--- config.mk ---
export PLATFORM = sky130hd
export DESIGN_NAME = move_and_nop_instr_decode
export DESIGN_NICKNAME = d
export VERILOG_FILES = /design/src/rtl/move_decode_pkg.sv /design/src/rtl/op_decode_if.sv /design/src/rtl/move_and_nop_instr_decode.sv /design/src/rtl/op_decoder.sv
export SDC_FILE = /design/constraint.sdc
export NUM_CORES = 1
export LEC_CHECK = 0
export BUFFER_PORTS_ARGS = -buffer_cell sky130_fd_sc_hd__clkbuf_2
export CORE_MARGIN = 2
export CORE_UTILIZATION = 32
export CTS_CLUSTER_SIZE = 24
export DETAILED_ROUTE_END_ITERATION = 10
export PLACE_DENSITY_LB_ADDON = 0.12
export SLEW_MARGIN = 40
export SYNTH_ARGS = -nofsm -noshare
export SYNTH_HDL_FRONTEND = slang
export SYNTH_SLANG_ARGS = --single-unit
--- constraint.sdc ---
create_clock -name clk -period 2 [get_ports clk]
set_input_delay 0.2 -clock clk [delete_from_list [all_inputs] [get_ports clk]]
set_output_delay 0.2 -clock clk [all_outputs]
set_load 0.005 [all_outputs]
--- src/rtl/move_decode_pkg.sv ---
// Constants and types for the move and idle instruction decoder
package move_decode_pkg;

   // ----------------------------------------
   // Widths
   // ----------------------------------------
   localparam int INSTR_W = 14;
   localparam int DATA_W  = 8;
   localparam int ADDR_W  = 7;

   // ----------------------------------------
   // Encodings
   // ----------------------------------------
   localparam logic [5:0]  OPC_COPY_REG    = 6'h08;   // 00 1000
   localparam logic [6:0]  OPC_STORE_ACC   = 7'h01;   // 00 0000 1
   localparam logic [13:0] WORD_CFG_LOAD   = 14'h0062;
   localparam logic [13:0] IDLE_MASK       = 14'h3F9F; // Ignores bits 6:5
   localparam logic [13:0] IDLE_MATCH      = 14'h0000;
   localparam int          DEST_BIT        = 7;

   // ----------------------------------------
   // Reset values and file map
   // ----------------------------------------
   localparam logic [DATA_W-1:0] ACC_RESET  = 8'h00;
   localparam logic [DATA_W-1:0] CFG_RESET  = 8'hFF;
   localparam logic [ADDR_W-1:0] CFG_ADDR   = 7'h01;
   localparam logic [ADDR_W-1:0] ADDR_ZERO  = 7'h00;
   localparam logic [DATA_W-1:0] DATA_ZERO  = 8'h00;

   typedef enum logic [2:0] {
      OP_IDLE,
      OP_COPY,
      OP_STORE,
      OP_CFG,
      OP_OTHER
   } op_kind_t;

endpackage : move_decode_pkg

--- src/rtl/op_decode_if.sv ---
// Decoded instruction fields passed from the decoder to the execute logic
`timescale 1ns/1ps
`default_nettype none
interface op_decode_if;
   import move_decode_pkg::*;
   op_kind_t          kind;
   logic [ADDR_W-1:0] addr;
   logic              dest_file;
   modport decoder (output kind, output addr, output dest_file);
   modport user    (input kind, input addr, input dest_file);
endinterface : op_decode_if
`default_nettype wire

--- src/rtl/move_and_nop_instr_decode.sv ---
// Execute logic for register copy, accumulator store, config load and idle
// How it works
// - A word with top bits 00 1000 is a register copy with bit 7 as destination and a 7-bit address.
// - A copy writes the read value to the accumulator when bit 7 is 0, else back to the register.
// - A copy sets the zero flag if the moved value is zero and clears it otherwise.
// - A word 00 0000 1 plus address stores the accumulator into that register, flags untouched.
// - The word 00 0000 0110 0010 copies the accumulator into the timer config register.
// - The timer config register also sits in file space and can be read and written there.
`timescale 1ns/1ps
`default_nettype none
module move_and_nop_instr_decode
   import move_decode_pkg::*;
(
   input  wire logic                clk,
   input  wire logic                rstn,
   input  wire logic                instr_valid,
   input  wire logic [INSTR_W-1:0]  instr,
   input  wire logic [DATA_W-1:0]   file_rdata,
   output logic      [ADDR_W-1:0]   file_addr,
   output logic                     file_we,
   output logic      [DATA_W-1:0]   file_wdata,
   output logic      [DATA_W-1:0]   acc,
   output logic      [DATA_W-1:0]   timer_cfg,
   output logic                     result_null_flag,
   output logic                     unknown_instr
);

   // ----------------------------------------
   // Reset release
   // ----------------------------------------
   logic rst_meta;
   logic rst_sync_n;

   // Two-stage release of the asynchronous reset
   always_ff @(posedge clk or negedge rstn) begin
      if (!rstn) begin
         rst_meta   <= 1'b0;
         rst_sync_n <= 1'b0;
      end else begin
         rst_meta   <= 1'b1;
         rst_sync_n <= rst_meta;
      end
   end

   // ----------------------------------------
   // Decode
   // ----------------------------------------
   op_decode_if dec ();

   op_decoder u_dec (
      .instr (instr),
      .dec   (dec)
   );

   // ----------------------------------------
   // Read path and write port
   // ----------------------------------------
   logic              cfg_hit;
   logic [DATA_W-1:0] read_value;

   // config register read in file space
   assign cfg_hit    = (dec.addr == CFG_ADDR);
   assign read_value = cfg_hit ? timer_cfg : file_rdata;
   assign file_addr  = dec.addr;

   // Write to the external file, except for the config location
   always_comb begin
      file_we    = 1'b0;
      file_wdata = DATA_ZERO;
      if (instr_valid && !cfg_hit) begin
         if (dec.kind == OP_COPY && dec.dest_file) begin
            file_we    = 1'b1;
            file_wdata = read_value;
         end else if (dec.kind == OP_STORE) begin
            file_we    = 1'b1;
            file_wdata = acc;
         end
      end
   end

   // ----------------------------------------
   // Architectural state
   // ----------------------------------------
   logic [DATA_W-1:0] next_acc;
   logic [DATA_W-1:0] next_timer_cfg;
   logic              next_result_null_flag;
   logic              next_unknown_instr;

   // Next values of accumulator, config register and zero flag
   always_comb begin
      next_acc              = acc;
      next_timer_cfg        = timer_cfg;
      next_result_null_flag = result_null_flag;
      next_unknown_instr    = 1'b0;
      if (instr_valid) begin
         unique case (dec.kind)
            OP_COPY: begin
               if (!dec.dest_file) begin
                  next_acc = read_value;
               end else if (cfg_hit) begin
                  next_timer_cfg = read_value;
               end
               next_result_null_flag = (read_value == DATA_ZERO);
            end
            OP_STORE: begin
               // config register written in file space
               if (cfg_hit) begin
                  next_timer_cfg = acc;
               end
            end
            OP_CFG: begin
               next_timer_cfg = acc;
            end
            OP_IDLE: begin
               next_acc = acc;
            end
            OP_OTHER: begin
               next_unknown_instr = 1'b1;
            end
         endcase
      end
   end

   // Register the state
   always_ff @(posedge clk or negedge rst_sync_n) begin
      if (!rst_sync_n) begin
         acc              <= ACC_RESET;
         timer_cfg        <= CFG_RESET;
         result_null_flag <= 1'b0;
         unknown_instr    <= 1'b0;
      end else begin
         acc              <= next_acc;
         timer_cfg        <= next_timer_cfg;
         result_null_flag <= next_result_null_flag;
         unknown_instr    <= next_unknown_instr;
      end
   end

   // ----------------------------------------
   // Assertions
   // ----------------------------------------
   property p_copy_acc;
      @(posedge clk) disable iff (!rst_sync_n)
      instr_valid && dec.kind == OP_COPY && !dec.dest_file
         |=> acc == $past(read_value);
   endproperty
   a_copy_acc : assert property (p_copy_acc)
      else $error("copy to accumulator lost value");

   property p_copy_zero;
      @(posedge clk) disable iff (!rst_sync_n)
      instr_valid && dec.kind == OP_COPY
         |=> result_null_flag == ($past(read_value) == DATA_ZERO);
   endproperty
   a_copy_zero : assert property (p_copy_zero)
      else $error("zero flag wrong after copy");

   property p_copy_back;
      @(posedge clk) disable iff (!rst_sync_n)
      instr_valid && dec.kind == OP_COPY && dec.dest_file && !cfg_hit
         |-> file_we && file_wdata == file_rdata ##1 $stable(acc);
   endproperty
   a_copy_back : assert property (p_copy_back)
      else $error("copy back write missing");

   property p_store_flags;
      @(posedge clk) disable iff (!rst_sync_n)
      instr_valid && dec.kind == OP_STORE
         |=> $stable(result_null_flag) && $stable(acc);
   endproperty
   a_store_flags : assert property (p_store_flags)
      else $error("store changed flag or accumulator");

   property p_store_write;
      @(posedge clk) disable iff (!rst_sync_n)
      instr_valid && dec.kind == OP_STORE && !cfg_hit |-> file_we && file_wdata == acc;
   endproperty
   a_store_write : assert property (p_store_write)
      else $error("store did not write accumulator");

   property p_cfg_load;
      @(posedge clk) disable iff (!rst_sync_n)
      instr_valid && instr == WORD_CFG_LOAD
         |=> timer_cfg == $past(acc) && $stable(result_null_flag);
   endproperty
   a_cfg_load : assert property (p_cfg_load)
      else $error("config load failed");

   property p_cfg_file;
      @(posedge clk) disable iff (!rst_sync_n)
      instr_valid && dec.kind == OP_STORE && cfg_hit
         |-> !file_we ##1 timer_cfg == $past(acc);
   endproperty
   a_cfg_file : assert property (p_cfg_file)
      else $error("config register not mapped in file space");

   property p_idle;
      @(posedge clk) disable iff (!rst_sync_n)
      instr_valid && (instr & IDLE_MASK) == IDLE_MATCH
         |-> !file_we ##1 ($stable(acc) && $stable(timer_cfg) && $stable(result_null_flag));
   endproperty
   a_idle : assert property (p_idle)
      else $error("idle instruction changed state");

   property p_copy_cfg;
      @(posedge clk) disable iff (!rst_sync_n)
      instr_valid && dec.kind == OP_COPY && !dec.dest_file && cfg_hit
         |-> !file_we ##1 acc == $past(timer_cfg);
   endproperty
   a_copy_cfg : assert property (p_copy_cfg)
      else $error("copy from config location did not read config register");

   property p_unknown;
      @(posedge clk) disable iff (!rst_sync_n)
      instr_valid && dec.kind == OP_OTHER
         |-> !file_we ##1 (unknown_instr && $stable(acc) && $stable(timer_cfg));
   endproperty
   a_unknown : assert property (p_unknown)
      else $error("word outside the group not flagged or changed state");

endmodule : move_and_nop_instr_decode
`default_nettype wire

--- src/rtl/op_decoder.sv ---
// Pure combinational instruction word decoder
`timescale 1ns/1ps
`default_nettype none
module op_decoder
   import move_decode_pkg::*;
(
   input  wire logic [INSTR_W-1:0] instr,
   op_decode_if.decoder            dec
);

   // ----------------------------------------
   // Decode
   // ----------------------------------------
   always_comb begin
      dec.addr      = instr[ADDR_W-1:0];
      dec.dest_file = instr[DEST_BIT];
      if (instr[INSTR_W-1 -: 6] == OPC_COPY_REG) begin
         dec.kind = OP_COPY;
      end else if (instr[INSTR_W-1 -: 7] == OPC_STORE_ACC) begin
         dec.kind = OP_STORE;
      end else if (instr == WORD_CFG_LOAD) begin
         dec.kind = OP_CFG;
      end else if ((instr & IDLE_MASK) == IDLE_MATCH) begin
         dec.kind = OP_IDLE;
      end else begin
         dec.kind = OP_OTHER;
      end
   end

endmodule : op_decoder
`default_nettype wire

# [Word-level counts from Yosys, hierarchy flattened]
# Index checks and enable logic that the tools add are counted.
[classes] n_eq_ne=11 n_mux=17 bitwise=1 n_reduce_logical=9
[ops] cell="$mux 8" n=7
[ops] cell="$pmux 8 s3" n=1
[ops] cell="$eq 14x7->1 const B" n=1
[ops] cell="$eq 7x1->1 const B" n=2
[ops] cell="$logic_not 14->1" n=1
[ops] cell="$mux 3" n=4
[ops] cell="$logic_not 8->1" n=1
[ops] cell="$eq 3x2->1 const B" n=2
[ops] cell="$eq 6x4->1 const B" n=1
[ops] cell="$ne 2x2->1 const B" n=3
[ops] cell="$mux 1" n=5
[ops] cell="$reduce_and 5->1" n=1
[ops] cell="$eq 3x1->1 const B" n=1
[ops] cell="$eq 3x3->1 const B" n=1
[ops] cell="$reduce_and 3->1" n=1
[ops] cell="$reduce_bool 3->1" n=1
[ops] cell="$logic_and 1x1->1" n=2
[ops] cell="$reduce_and 2->1" n=1
[ops] cell="$logic_not 1->1" n=1
[ops] cell="$not 1->1" n=1
[word_totals] reg_bits=20 input_bits=25 output_inout_bits=34 word_cells=44

# [Depth between registers and ports, before layout]
# Gate-level depths: netlist of run 1.
[depth] ltp_word=9 ltp_mapped=7 mapped_depth_nobuf=5

# [Hierarchy]
# Synthesis of run 1 repeated with hierarchy kept, for this count alone.
[unflattened] cells_unflattened=130 area_unflattened_um2=1295.0
[by_module_without_submodules] module="move_and_nop_instr_decode" instances=1 cells_per_inst=110 area_each_um2=1152.4 seq_area_each_um2=510.5
[by_module_without_submodules] module="op_decoder" instances=1 cells_per_inst=20 area_each_um2=142.6 seq_area_each_um2=0.0

# [Worst setup path before layout of run 1]
# No wires, ideal clock.
[synth_path] path_type="input to register" from="input port instr[13]" to="register timer_cfg[0]" setup_ns=0.089 t_arrival_ns=1.644 required_time_ns=1.911 slack_ns=0.267 path_stages=7 n_path_buf=2 cell_sequence="nor4_4 and2b_1 or3b_1 buf_6 a41o_1 buf_6 o2bb2ai_2"
[synth_via] elab_chain_len=8 word_cells_on_any_way=17 classes_between="9 x eq/ne; 5 x mux; 3 x reduce/logical"
[synth_lines] item="start, declared" line_no="move_and_nop_instr_decode.sv:17" text="input wire logic [INSTR_W-1:0] instr,"
[synth_lines] item="$logic_not 14->1" line_no="op_decoder.sv:23" text="end else if ((instr & IDLE_MASK) == IDLE_MATCH) begin"
[synth_lines] item="$mux 3" line_no="op_decoder.sv:23"
[synth_lines] item="$mux 3" line_no="op_decoder.sv:21" text="end else if (instr == WORD_CFG_LOAD) begin"
[synth_lines] item="$mux 3" line_no="op_decoder.sv:19" text="end else if (instr[INSTR_W-1 -: 7] == OPC_STORE_ACC) begin"
[synth_lines] item="$mux 3 (*)" line_no="op_decoder.sv:17" text="if (instr[INSTR_W-1 -: 6] == OPC_COPY_REG) begin"
[synth_lines] item="$eq 3x2->1 or $eq 3x1->1 (tied branches)" line_no="move_and_nop_instr_decode.sv:96" text="unique case (dec.kind)"
[synth_lines] item="$ne 2x2->1 (no source line) or $reduce_bool 3->1 (tied branches)"
[synth_lines] item="$reduce_and 5->1 (no source line)"
[synth_lines] item="end signal, assigned" line_no="move_and_nop_instr_decode.sv:133" text="timer_cfg <= next_timer_cfg;"
[synth_lines] item="end, declared" line_no="move_and_nop_instr_decode.sv:23" text="output logic [DATA_W-1:0] timer_cfg,"
# Every way passes the cells marked *; elsewhere a longest branch is shown, timed or not.
# A chain may end at the register's enable or synchronous reset.

# [Worst setup path in the final report of run 1]
[layout_path] from="input port instr[4]" to="output port file_wdata[0]"
[layout_via] elab_chain_len=9 word_cells_on_any_way=16 classes_between="4 x eq/ne; 8 x mux; 4 x reduce/logical"
[layout_lines] item="$logic_not 14->1" line_no="op_decoder.sv:23"
[layout_lines] item="$mux 3" line_no="op_decoder.sv:23"
[layout_lines] item="$mux 3" line_no="op_decoder.sv:21"
[layout_lines] item="$mux 3" line_no="op_decoder.sv:19"
[layout_lines] item="$mux 3" line_no="op_decoder.sv:17"
[layout_lines] item="$eq 3x2->1 or $eq 3x1->1 (tied branches)" line_no="move_and_nop_instr_decode.sv:74, move_and_nop_instr_decode.sv:71"
[layout_lines] item="$mux 8 or $logic_and 1x1->1 (tied branches)" line_no="move_and_nop_instr_decode.sv:74, move_and_nop_instr_decode.sv:71"
[layout_lines] item="$mux 8" line_no="move_and_nop_instr_decode.sv:71" text="if (dec.kind == OP_COPY && dec.dest_file) begin"
[layout_lines] item="$mux 8 (*)" line_no="move_and_nop_instr_decode.sv:70" text="if (instr_valid && !cfg_hit) begin"
[layout_lines] item="end, declared" line_no="move_and_nop_instr_decode.sv:21" text="output logic [DATA_W-1:0] file_wdata,"
# Marked as above.

==> results of run 1 <==
-- flip-flops by register name, summed over array words and instances, names as in the netlist --
register,count
result_null_flag,1
rst_meta,1
rst_sync_n,1
acc,8
timer_cfg,8
unknown_instr,1
-- power groups by stage --
stage          logic [µW]  registers [µW]  clock network, µW
6_report              167             459                326
5_1_grt               187             465                353
4_1_cts               168             460                327
3_5_place_dp          166             468                  0
3_3_place_gp          163             466                  0
2_1_floorplan        86.9             463                  0
-- per-layer routing --
metal  up-vias  track usage (%)  routed length [µm]  share of wire (%)
li1        598                -                   -                  -
met1       599            23.34                1747                 45
met2        42            28.76                1854                 48
met3         5            2.632                 188                4.9
met4         0            8.250                  68                1.8
met5         -                0                   0                  0
-- critical path, stage by stage --
cell and delay (ns):
clkbuf_2 0.10, nor4_2 0.40, nand3_1 0.32, nand4_1 0.21, buf_4 0.16, nor2_1 0.05
clkbuf_2 0.11
-- per-stage QoR --
step           util (%)  std cells  worst slack (ns)  cell area, µm²
2_1_floorplan         -        132            0.2666            1324
3_3_place_gp      41.57        235            0.1388            1663
3_5_place_dp      41.57        235           0.09816            1663
4_1_cts           43.20        240            0.2165            1728
5_1_grt           43.23        240           0.09580            1729
6_report          43.23        240            0.2361            1729
-- cells in the final DEF, fill, tap and decap left out, types with 2 or more instances in the layout --
cell type	Yosys	layout
o2bb2ai_2	8	8
nor3_1	4	4
dfrtp_1	12	11
nor4_1	3	2
mux2i_1	16	16
nand2_1	3	3
a41o_1	2	2
inv_1	2	2
buf_4	7	11
nand3_1	2	2
a41oi_1	7	7
a31oi_1	2	2
dfstp_2	8	8
a21o_1	2	2
and2_1	8	8
a21oi_1	7	7
and3_1	2	2
clkbuf_8	0	4
nand4_1	2	2
clkbuf_2	0	58
nor2_1	18	18
-- area by class of cell --
cell class	instances	area [µm²]	area share (%)
inverter	2	7.507	0.4342
sequential	20	511.7	29.59
clock buffer	4	55.05	3.184
tap	50	62.56	3.618
multi-input combinational	94	709.4	41.03
timing repair buffer	70	382.9	22.14
-- logic make-up after synthesis --
| family | synth area share (%) |
|---|---|
| simple gates | 19.38 |
| flops | 38.56 |
| mux | 12.95 |
| other cells | 0.2833 |
| compound gates | 20.51 |
| buf+inv | 8.317 |
-- worst max path at each step --
stage | startpoint | end | slack [ns] | cells past startpoint
5_1_grt | instr[4] | file_wdata[2] | 0.1 | 7
6_report | instr[4] | file_wdata[0] | 0.24 | 7
4_1_cts | instr[4] | file_wdata[6] | 0.22 | 7
2_1_floorplan | instr[13] | timer_cfg[0] | 0.27 | 7
3_3_place_gp | instr[4] | acc[6] | 0.14 | 6
3_5_place_dp | instr[4] | acc[6] | 0.1 | 6
==> impl_results.md, run 1 <==
- Outcome: completed
- Crit-path max FO: 6
- Clock network power share: 34.2%
- Number of buffers created by CTS: 3
- Sequential fraction of the synthesis area: 38.56%
- Initial drt markers: 57
- Initial Util: 33.09%
- Total Wirelength: 3858 µm
- Rows: 23
- FF+latch count, synth: 20
- Leak Pwr: 0.0008685 µW
- EDFF count, synth: 0
- Grt ovf: 0
- Vias per cell: 5.183
- GP Congestion: 0.7644
- Ys flop type: dfrtp_1
- Largest net degree at the start of global routing: 19
- Top cells by count, synth: nor2_1, mux2i_1, dfrtp_1
- Setup_tns: 0 ns
- Antenna-violating nets left: 0
- Final setup fails: 0
- Worst Skew: 0.004767 ns
- Post-Synthesis Cells: 132
- Synth async-reset ratio: 100.0%
- Yosys warning count: 0
- Die H: 68.32 µm
- Top cell type by total area after synthesis: dfrtp_1
- Die ar.: 0.004667 mm²
- Worst vdd ir: 344.5 µV
- Seq pwr share: 48.2%
- Detailed-route DRC error count: 0
- Worst skew pair latency: 0.27 ns
- Pint: 689.0 µW
- Detailed-router iteration count before antenna repair: 4
- R2R cell count: 5
- GRT Total Usage: 17.80%
- Post-Syn Area: 0.001324 mm²
- Core ar.: 0.004000 mm²
- Ports: 59
- Reg-to-reg endpoint: result_null_flag
- CTS tree: done
- Comb pwr share: 17.5%
- Flop-to-flop setup slack: 0.77 ns
- Sw frac: 27.60%
- Number of global-route vias before repair: 1230
- Area growth syn-to-layout: 30.62%
- Initial antenna violation count: 0
- Clock root buffer: clkbuf_8
- Post-layout power: 951.7 µW
- DP HPWL: 2933 µm
- Crit path launch type: input pin
- Worst r2r src: timer_cfg[2]
- DR WL/cell: 16.08 µm
- Count leader, synth: nor2_1
- Syn Nets: 157
- Share of cells above drive strength 1: 48.95%
- Clock buffer depth: 2
- Synth top area share: 22.68%
- WS Path Type: in2out
- RSZ-0062 raised after global routing: false
- Sw Pwr: 262.7 µW
- Pwr dens: 550.4 mW/mm²
- Final hold vios: 0
- Hold crit path type: reg2async
- # nets final: 216
- TritonCTS Sinks: 20
- Clk pin slew, worst setup/hold paths: 0.08 ns
- Synth top area cells: dfrtp_1, dfstp_2, mux2i_1
- Vias post-DR: 1244
- Synth cell types: 30
- Max Slew Vio Count: 0
- Post-route minimum period: 1.764 ns
- H-tree depth reported by CTS: 1
- # fillers: 407
- Peak Freq: 566.9 MHz
- Syn Area/Cell: 10.03 µm²
- Crit. End Element: output port
- Post-CTS setup buffers: 0
- CTS Hold Bufs: 1
- Max-Cap Viols: 0
- Crit path DAT: 1.56 ns
- Antenna cells: 0
- Worst hold slack: 0.2029 ns
- Die width: 68.32 µm
- Post-CTS sizing: 0
- Crit path required time: 1.80 ns
- First-pass GRT wire length: 5996 µm
- Final period util: 88.19%
- Buffers on Ports: 58
Note: power is estimated with default switching activity, not from simulation.
==> run 2: changes to the inputs <==
==> constraint.sdc (replaced) <==
create_clock -name clk -period 2.3 [get_ports clk]
set_input_delay 0.23 -clock clk [delete_from_list [all_inputs] [get_ports clk]]
set_output_delay 0.23 -clock clk [all_outputs]
set_load 0.005 [all_outputs]
==> impl_results.md, run 2 (same netlist as run 1, synthesis figures left out) <==
- Crit path launch type: input pin (unchanged)
- Rows: 23 (unchanged)
- # nets final: 212 (was 216)
- Grt ovf: 0 (unchanged)
- Number of global-route vias before repair: 1168 (was 1230)
- Ports: 59 (unchanged)
- Vias post-DR: 1243 (was 1244)
- DP HPWL: 2900 µm (was 2933 µm)
- Final setup fails: 0 (unchanged)
- Die width: 68.32 µm (unchanged)
- Core ar.: 0.004000 mm² (unchanged)
- RSZ-0062 raised after global routing: false (unchanged)
- Die H: 68.32 µm (unchanged)
- Post-CTS sizing: 0 (unchanged)
- Hold crit path type: reg2async (unchanged)
- Crit path DAT: 1.68 ns (was 1.56 ns)
- Max Slew Vio Count: 0 (unchanged)
- DR WL/cell: 16.14 µm (was 16.08 µm)
- Outcome: completed (unchanged)
- GRT Total Usage: 17.32% (was 17.80%)
- Share of cells above drive strength 1: 47.85% (was 48.95%)
- Least-Margin Pin Slew: 0.5051 ns
- GP Congestion: 0.8519 (was 0.7644)
- Buffers on Ports: 58 (unchanged)
- Crit-path max FO: 9 (was 6)
- Antenna cells: 0 (unchanged)
- Antenna-violating nets left: 0 (unchanged)
- # fillers: 423 (was 407)
- Setup_tns: 0 ns (unchanged)
- Post-route minimum period: 1.911 ns
- Final hold vios: 0 (unchanged)
- Worst slew margin: 66.33%
- Crit path required time: 2.07 ns (was 1.80 ns)
- Initial antenna violation count: 0 (unchanged)
- Peak Freq: 523.2 MHz
- Total Wirelength: 3809 µm (was 3858 µm)
- Largest net degree at the start of global routing: 19 (unchanged)
- Clk pin slew, worst setup/hold paths: 0.08 ns (about the same)
- Worst skew pair latency: 0.26 ns (was 0.27 ns)
- CTS Hold Bufs: 1 (unchanged)
- Most common cell after layout, fill and taps aside: clkbuf_2 (unchanged)
- Worst Skew: 0.004601 ns (was 0.004767 ns)
- Leak Pwr: 0.0008502 µW (was 0.0008685 µW)
- Post-CTS setup buffers: 0 (unchanged)
- Pwr dens: 479.3 mW/mm² (was 550.4 mW/mm²)
- Initial Util: 33.09% (unchanged)
- Detailed-router iteration count before antenna repair: 4 (unchanged)
- R2R cell count: 5 (unchanged)
- Clock buffer depth: 2 (unchanged)
- Max-Cap Viols: 0 (unchanged)
- Number of buffers created by CTS: 3 (unchanged)
- H-tree depth reported by CTS: 1 (unchanged)
- TritonCTS Sinks: 20 (unchanged)
- Initial drt markers: 34 (was 57)
- Worst vdd ir: 296.0 µV (was 344.5 µV)
- Post-Place Cells: 231 (was 235)
- Clock root buffer: clkbuf_8 (unchanged)
- Biggest regs: acc (8), timer_cfg (8) (unchanged)
- Final non-filler cell total: 236 (was 240)
- CTS tree: done (unchanged)
- Detailed-route DRC error count: 0 (unchanged)
- Worst hold slack: 0.2045 ns (was 0.2029 ns)
- Area growth syn-to-layout: 28.36% (was 30.62%)
- Crit. End Element: output port (unchanged)
- Final period util: 83.10%
- WS Path Type: in2out (unchanged)
- Most frequent cells in the layout: clkbuf_2, nor2_1, mux2i_1, dfrtp_1 (was clkbuf_2, nor2_1, mux2i_1, dfrtp_1, buf_4)
- Die ar.: 0.004667 mm² (unchanged)
- Vias per cell: 5.267 (was 5.183)
- First-pass GRT wire length: 5865 µm (was 5996 µm)
==> run 2: cell types whose count changed in the layout (fill, tap and decap cells not counted) <==
cell   delta
buf_4     -4
==> run 2: area by class of cell <==
| cell class | instances | area, µm² | area share, % |
|---|---|---|---|
| clock buffer | 4 | 55.05 | 3.240 |
| inverter | 2 | 7.507 | 0.4418 |
| multi-input combinational | 94 | 709.4 | 41.75 |
| sequential | 20 | 511.7 | 30.12 |
| tap | 50 | 62.56 | 3.682 |
| timing repair buffer | 66 | 352.8 | 20.77 |
==> run 2: per-stage QoR <==
step / util (%) / area, µm² / total power, µW / worst slack, ns
detailed placement: 40.82 / 1633 / 548.5 / 0.3406
floorplan: - / 1324 / 478.3 / 0.5366
CTS: 42.45 / 1698 / 826.7 / 0.3615
global route: 42.48 / 1699 / 862.4 / 0.2331
global placement: 40.82 / 1633 / 545.0 / 0.3661
finish: 42.48 / 1699 / 814.4 / 0.3888
==> run 2: worst max-delay path: stages <==
cell	delay, ns
clkbuf_2	0.10
nor2_1	0.40
nand3_1	0.28
nand4_1	0.41
nor2_1	0.13
clkbuf_2	0.13
==> run 2: path summary, 6_finish.rpt <==
| check | startpoint | endpoint | slack, ns |
|---|---|---|---|
| min reg2reg | rst_sync_n | acc[3] | 0.20 |
| max in group asynchronous | rst_sync_n | timer_cfg[2] | 1.76 |
| max reg2reg | timer_cfg[2] | result_null_flag | 1.11 |
| min | rst_sync_n | acc[3] | 0.20 |
| min in group clk | instr_valid | unknown_instr | 0.25 |
| max | instr[5] | file_wdata[7] | 0.39 |
==> run 2: per-layer routing <==
metal	track usage, %	vias up	wire [µm]
met5	0	-	0
met4	6.250	0	35
met3	2.138	4	230
met2	28.76	57	1898
met1	23.04	589	1645
li1	-	593	-
==> run 2: power breakdown <==
group	leakage, µW	switching, µW	total, µW	internal (µW)
registers	0.000237	26.0	400	374
logic	0.000585	71.7	142	70.0
clock network	0.0000288	120	273	152
==> run 3: changes to the inputs <==
--- a/config.mk
+++ b/config.mk
@@ -5,6 +5,7 @@
 export SDC_FILE = /design/constraint.sdc
 export NUM_CORES = 1
 export LEC_CHECK = 0
+export ABC_AREA = 1
 export BUFFER_PORTS_ARGS = -buffer_cell sky130_fd_sc_hd__clkbuf_2
 export CORE_MARGIN = 2
 export CORE_UTILIZATION = 32
==> constraint.sdc (replaced) <==
create_clock -name clk -period 1.9 [get_ports clk]
set_input_delay 0.19 -clock clk [delete_from_list [all_inputs] [get_ports clk]]
set_output_delay 0.19 -clock clk [all_outputs]
set_load 0.005 [all_outputs]
==> impl_results.md, run 3 <==
- Vias per cell: 4.629 (was 5.267)
- Die width: 71.32 µm (was 68.32 µm)
- Synth cell types: 28 (was 30)
- Area growth syn-to-layout: 24.33% (was 28.36%)
- Post-CTS sizing: 0 (unchanged)
- Hold wc startpoint: instr_valid
- Worst vdd ir: 501.3 µV (was 296.0 µV)
- Syn Area/Cell: 6.905 µm² (was 10.03 µm²)
- Clock root buffer: clkbuf_8 (unchanged)
- Detailed-router iteration count before antenna repair: 5 (was 4)
- Worst-path cell chain: clkbuf_2 -> inv_1 -> nand2_1 -> nor2_1 -> nand2_2 -> nand2_1 -> a21oi_1 -> clkbuf_2 (was clkbuf_2 -> nor2_1 -> nand3_1 -> nand4_1 -> nor2_1 -> clkbuf_2)
- R2R cell count: 7 (was 5)
- Pint: 853.0 µW (was 596.3 µW)
- Seq pwr share: 45.4% (was 49.1%)
- Final period util: 82.55%
- Clk pin slew, worst setup/hold paths: 0.08 ns (about the same)
- Final hold vios: 0 (unchanged)
- # nets final: 289 (was 212)
- Most common cell after layout, fill and taps aside: nand2_1 (was clkbuf_2)
- Worst r2r src: timer_cfg[1] (was timer_cfg[2])
- Crit. End Element: output port (unchanged)
- Crit-path max FO: 12 (was 9)
- Yosys warning count: 0 (unchanged)
- Vias post-DR: 1458 (was 1243)
- Cell with the largest stage delay on the worst path: nand2_1 (was nand4_1)
- Sw Pwr: 309.3 µW (was 218.1 µW)
- Worst Hold End: unknown_instr
- Flop-to-flop setup slack: 0.74 ns (was 1.11 ns)
- Ys flop type: dfrtp_1 (unchanged)
- # fillers: 468 (was 423)
- Post-Syn Area: 0.001450 mm² (was 0.001324 mm²)
- Post-route minimum period: 1.568 ns
- Synth async-reset ratio: 100.0% (unchanged)
- Worst Skew: 0.002543 ns (was 0.004601 ns)
- Pwr dens: 644.6 mW/mm² (was 479.3 mW/mm²)
- Hold crit path type: in2reg (was reg2async)
- Outcome: completed (unchanged)
- Final non-filler cell total: 315 (was 236)
- Peak Freq: 637.6 MHz
- Max incr delay on CP: 0.29 ns (was 0.41 ns)
- Final setup fails: 0 (unchanged)
- Clock network power share: 38.0% (was 33.5%)
- Antenna cells: 0 (unchanged)
- RSZ-0062 raised after global routing: false (unchanged)
- Max Slew Vio Count: 0 (unchanged)
- Initial antenna violation count: 0 (unchanged)
- Leak Pwr: 0.0009780 µW (was 0.0008502 µW)
- Number of global-route vias before repair: 1356 (was 1168)
- Rows: 24 (was 23)
- First-pass GRT wire length: 6506 µm (was 5865 µm)
- Top cells by count, synth: nand2_1, inv_1, nand3_1 (was nor2_1, mux2i_1, dfrtp_1)
- Buffers on Ports: 58 (unchanged)
- Crit path launch type: input pin (unchanged)
- FF+latch count, synth: 20 (unchanged)
- Max-Cap Viols: 0 (unchanged)
- Crit path DAT: 1.38 ns (was 1.68 ns)
- Initial drt markers: 62 (was 34)
- Grt ovf: 0 (unchanged)
- Worst skew pair latency: 0.26 ns (about the same)
- Post-Place Cells: 310 (was 231)
- H-tree depth reported by CTS: 1 (unchanged)
- Initial Util: 33.30% (was 33.09%)
- Family with the most delay on the worst path: simple AND/OR/NAND/NOR gates (unchanged)
- Sw frac: 26.61% (was 26.78%)
- CTS tree: done (unchanged)
- Die ar.: 0.005086 mm² (was 0.004667 mm²)
- GP Congestion: 0.8202 (was 0.8519)
- Core ar.: 0.004354 mm² (was 0.004000 mm²)
- WS Path Type: in2out (unchanged)
- Antenna-violating nets left: 0 (unchanged)
- Clock buffer depth: 2 (unchanged)
- DP HPWL: 3011 µm (was 2900 µm)
- Post-Synthesis Cells: 210 (was 132)
- Die H: 71.32 µm (was 68.32 µm)
- GRT Total Usage: 16.23% (was 17.32%)
- Count leader, synth: nand2_1 (was nor2_1)
- Levels on crit path: 8 (was 6)
- Share of cells above drive strength 1: 34.60% (was 47.85%)
- DR WL/cell: 12.67 µm (was 16.14 µm)
- Syn Nets: 235 (was 157)
- Ports: 59 (unchanged)
- Synth top area cells: dfrtp_1, nand2_1, dfstp_2 (was dfrtp_1, dfstp_2, mux2i_1)
- Setup_tns: 0 ns (unchanged)
- EDFF count, synth: 0 (unchanged)
- Top cell type by total area after synthesis: dfrtp_1 (unchanged)
- Largest net degree at the start of global routing: 19 (unchanged)
- Detailed-route DRC error count: 0 (unchanged)
- Crit path required time: 1.71 ns (was 2.07 ns)
- TritonCTS Sinks: 20 (unchanged)
- Most frequent cells in the layout: nand2_1, clkbuf_2, inv_1, nand3_1, o21ai_0 (was clkbuf_2, nor2_1, mux2i_1, dfrtp_1)
- Biggest regs: acc (8), timer_cfg (8) (unchanged)
- Sequential fraction of the synthesis area: 35.20% (was 38.56%)
- WHS Path Cells: 3
- Reg-to-reg endpoint: result_null_flag (unchanged)
- Synth top area share: 20.71% (was 22.68%)
- Total Wirelength: 3992 µm (was 3809 µm)
- Worst path bufs/invs: 3 (was 2)
- Number of buffers created by CTS: 3 (unchanged)
- Comb pwr share: 16.6% (was 17.4%)
-- run 3: area by class of cell --
type                    instances  area, µm²  area share [%]
multi-input cells             157      764.5           42.40
flip-flops and latches         20      511.7           28.38
repair buffers                 59      300.3           16.66
inverters                      23      90.09           4.997
well taps                      52      65.06           3.609
clock buffers                   3      41.29           2.290
clock inverters                 1      30.03           1.666
-- run 3: worst max-delay path by stage --
stage                       startpoint             to
after floorplan               instr[2]  file_wdata[3]
after global placement        instr[2]  file_wdata[5]
after detailed placement      instr[2]  file_wdata[7]
after CTS                 timer_cfg[7]  file_wdata[7]
after global routing         instr[11]  file_wdata[4]
final                         instr[2]  file_wdata[4]
-- run 3: worst min-delay path: stages --
cell,delay [ns]
clkbuf_2,0.11
nand2_1,0.08
a211oi_1,0.05
-- run 3: logic make-up (layout without fill, tap and decap cells) --
group	Yosys count	in the layout	synth area share [%]
compound gates	31	31	11.13
buf+inv	33	86	12.08
flops	20	20	35.20
other cells	1	1	0.2586
simple gates	125	125	41.33
-- run 3: routing by layer --
layer / track usage, % / wire length, µm / vias to the layer above
li1: - / - / 771
met1: 22.38 / 1885 / 639
met2: 27.16 / 1849 / 46
met3: 3.376 / 236 / 2
met4: 1.887 / 21 / 0
met5: 0 / 0 / -
-- run 3: metrics by stage --
stage	instance area (µm²)	setup slack [ns]	power [µW]	hold WS, ns	util (%)
floorplan	1450	0.7410	631.4	-0.1056	-
global placement	1720	0.3041	728.2	-0.02235	39.51
detailed placement	1720	0.3263	729.0	-0.02148	39.51
CTS	1802	0.3226	1176	0.1988	41.38
global route	1803	0.1858	1225	0.2146	41.41
finish	1803	0.3315	1162	0.1980	41.41
-- run 3: repair_timing --
action | in CTS | in global routing
hold buffers | 1 | 0
hold endpoints to repair | 2 | 0
setup buffers | 0 | 0
-- run 3: power by group through the flow --
| stage | clock network (µW) | logic, µW | registers, µW |
|---|---|---|---|
| floorplan | 0 | 103 | 528 |
| finish | 442 | 193 | 527 |
| CTS | 452 | 196 | 528 |
| global route | 469 | 220 | 536 |
| detailed placement | 0 | 193 | 536 |
| global placement | 0 | 192 | 536 |
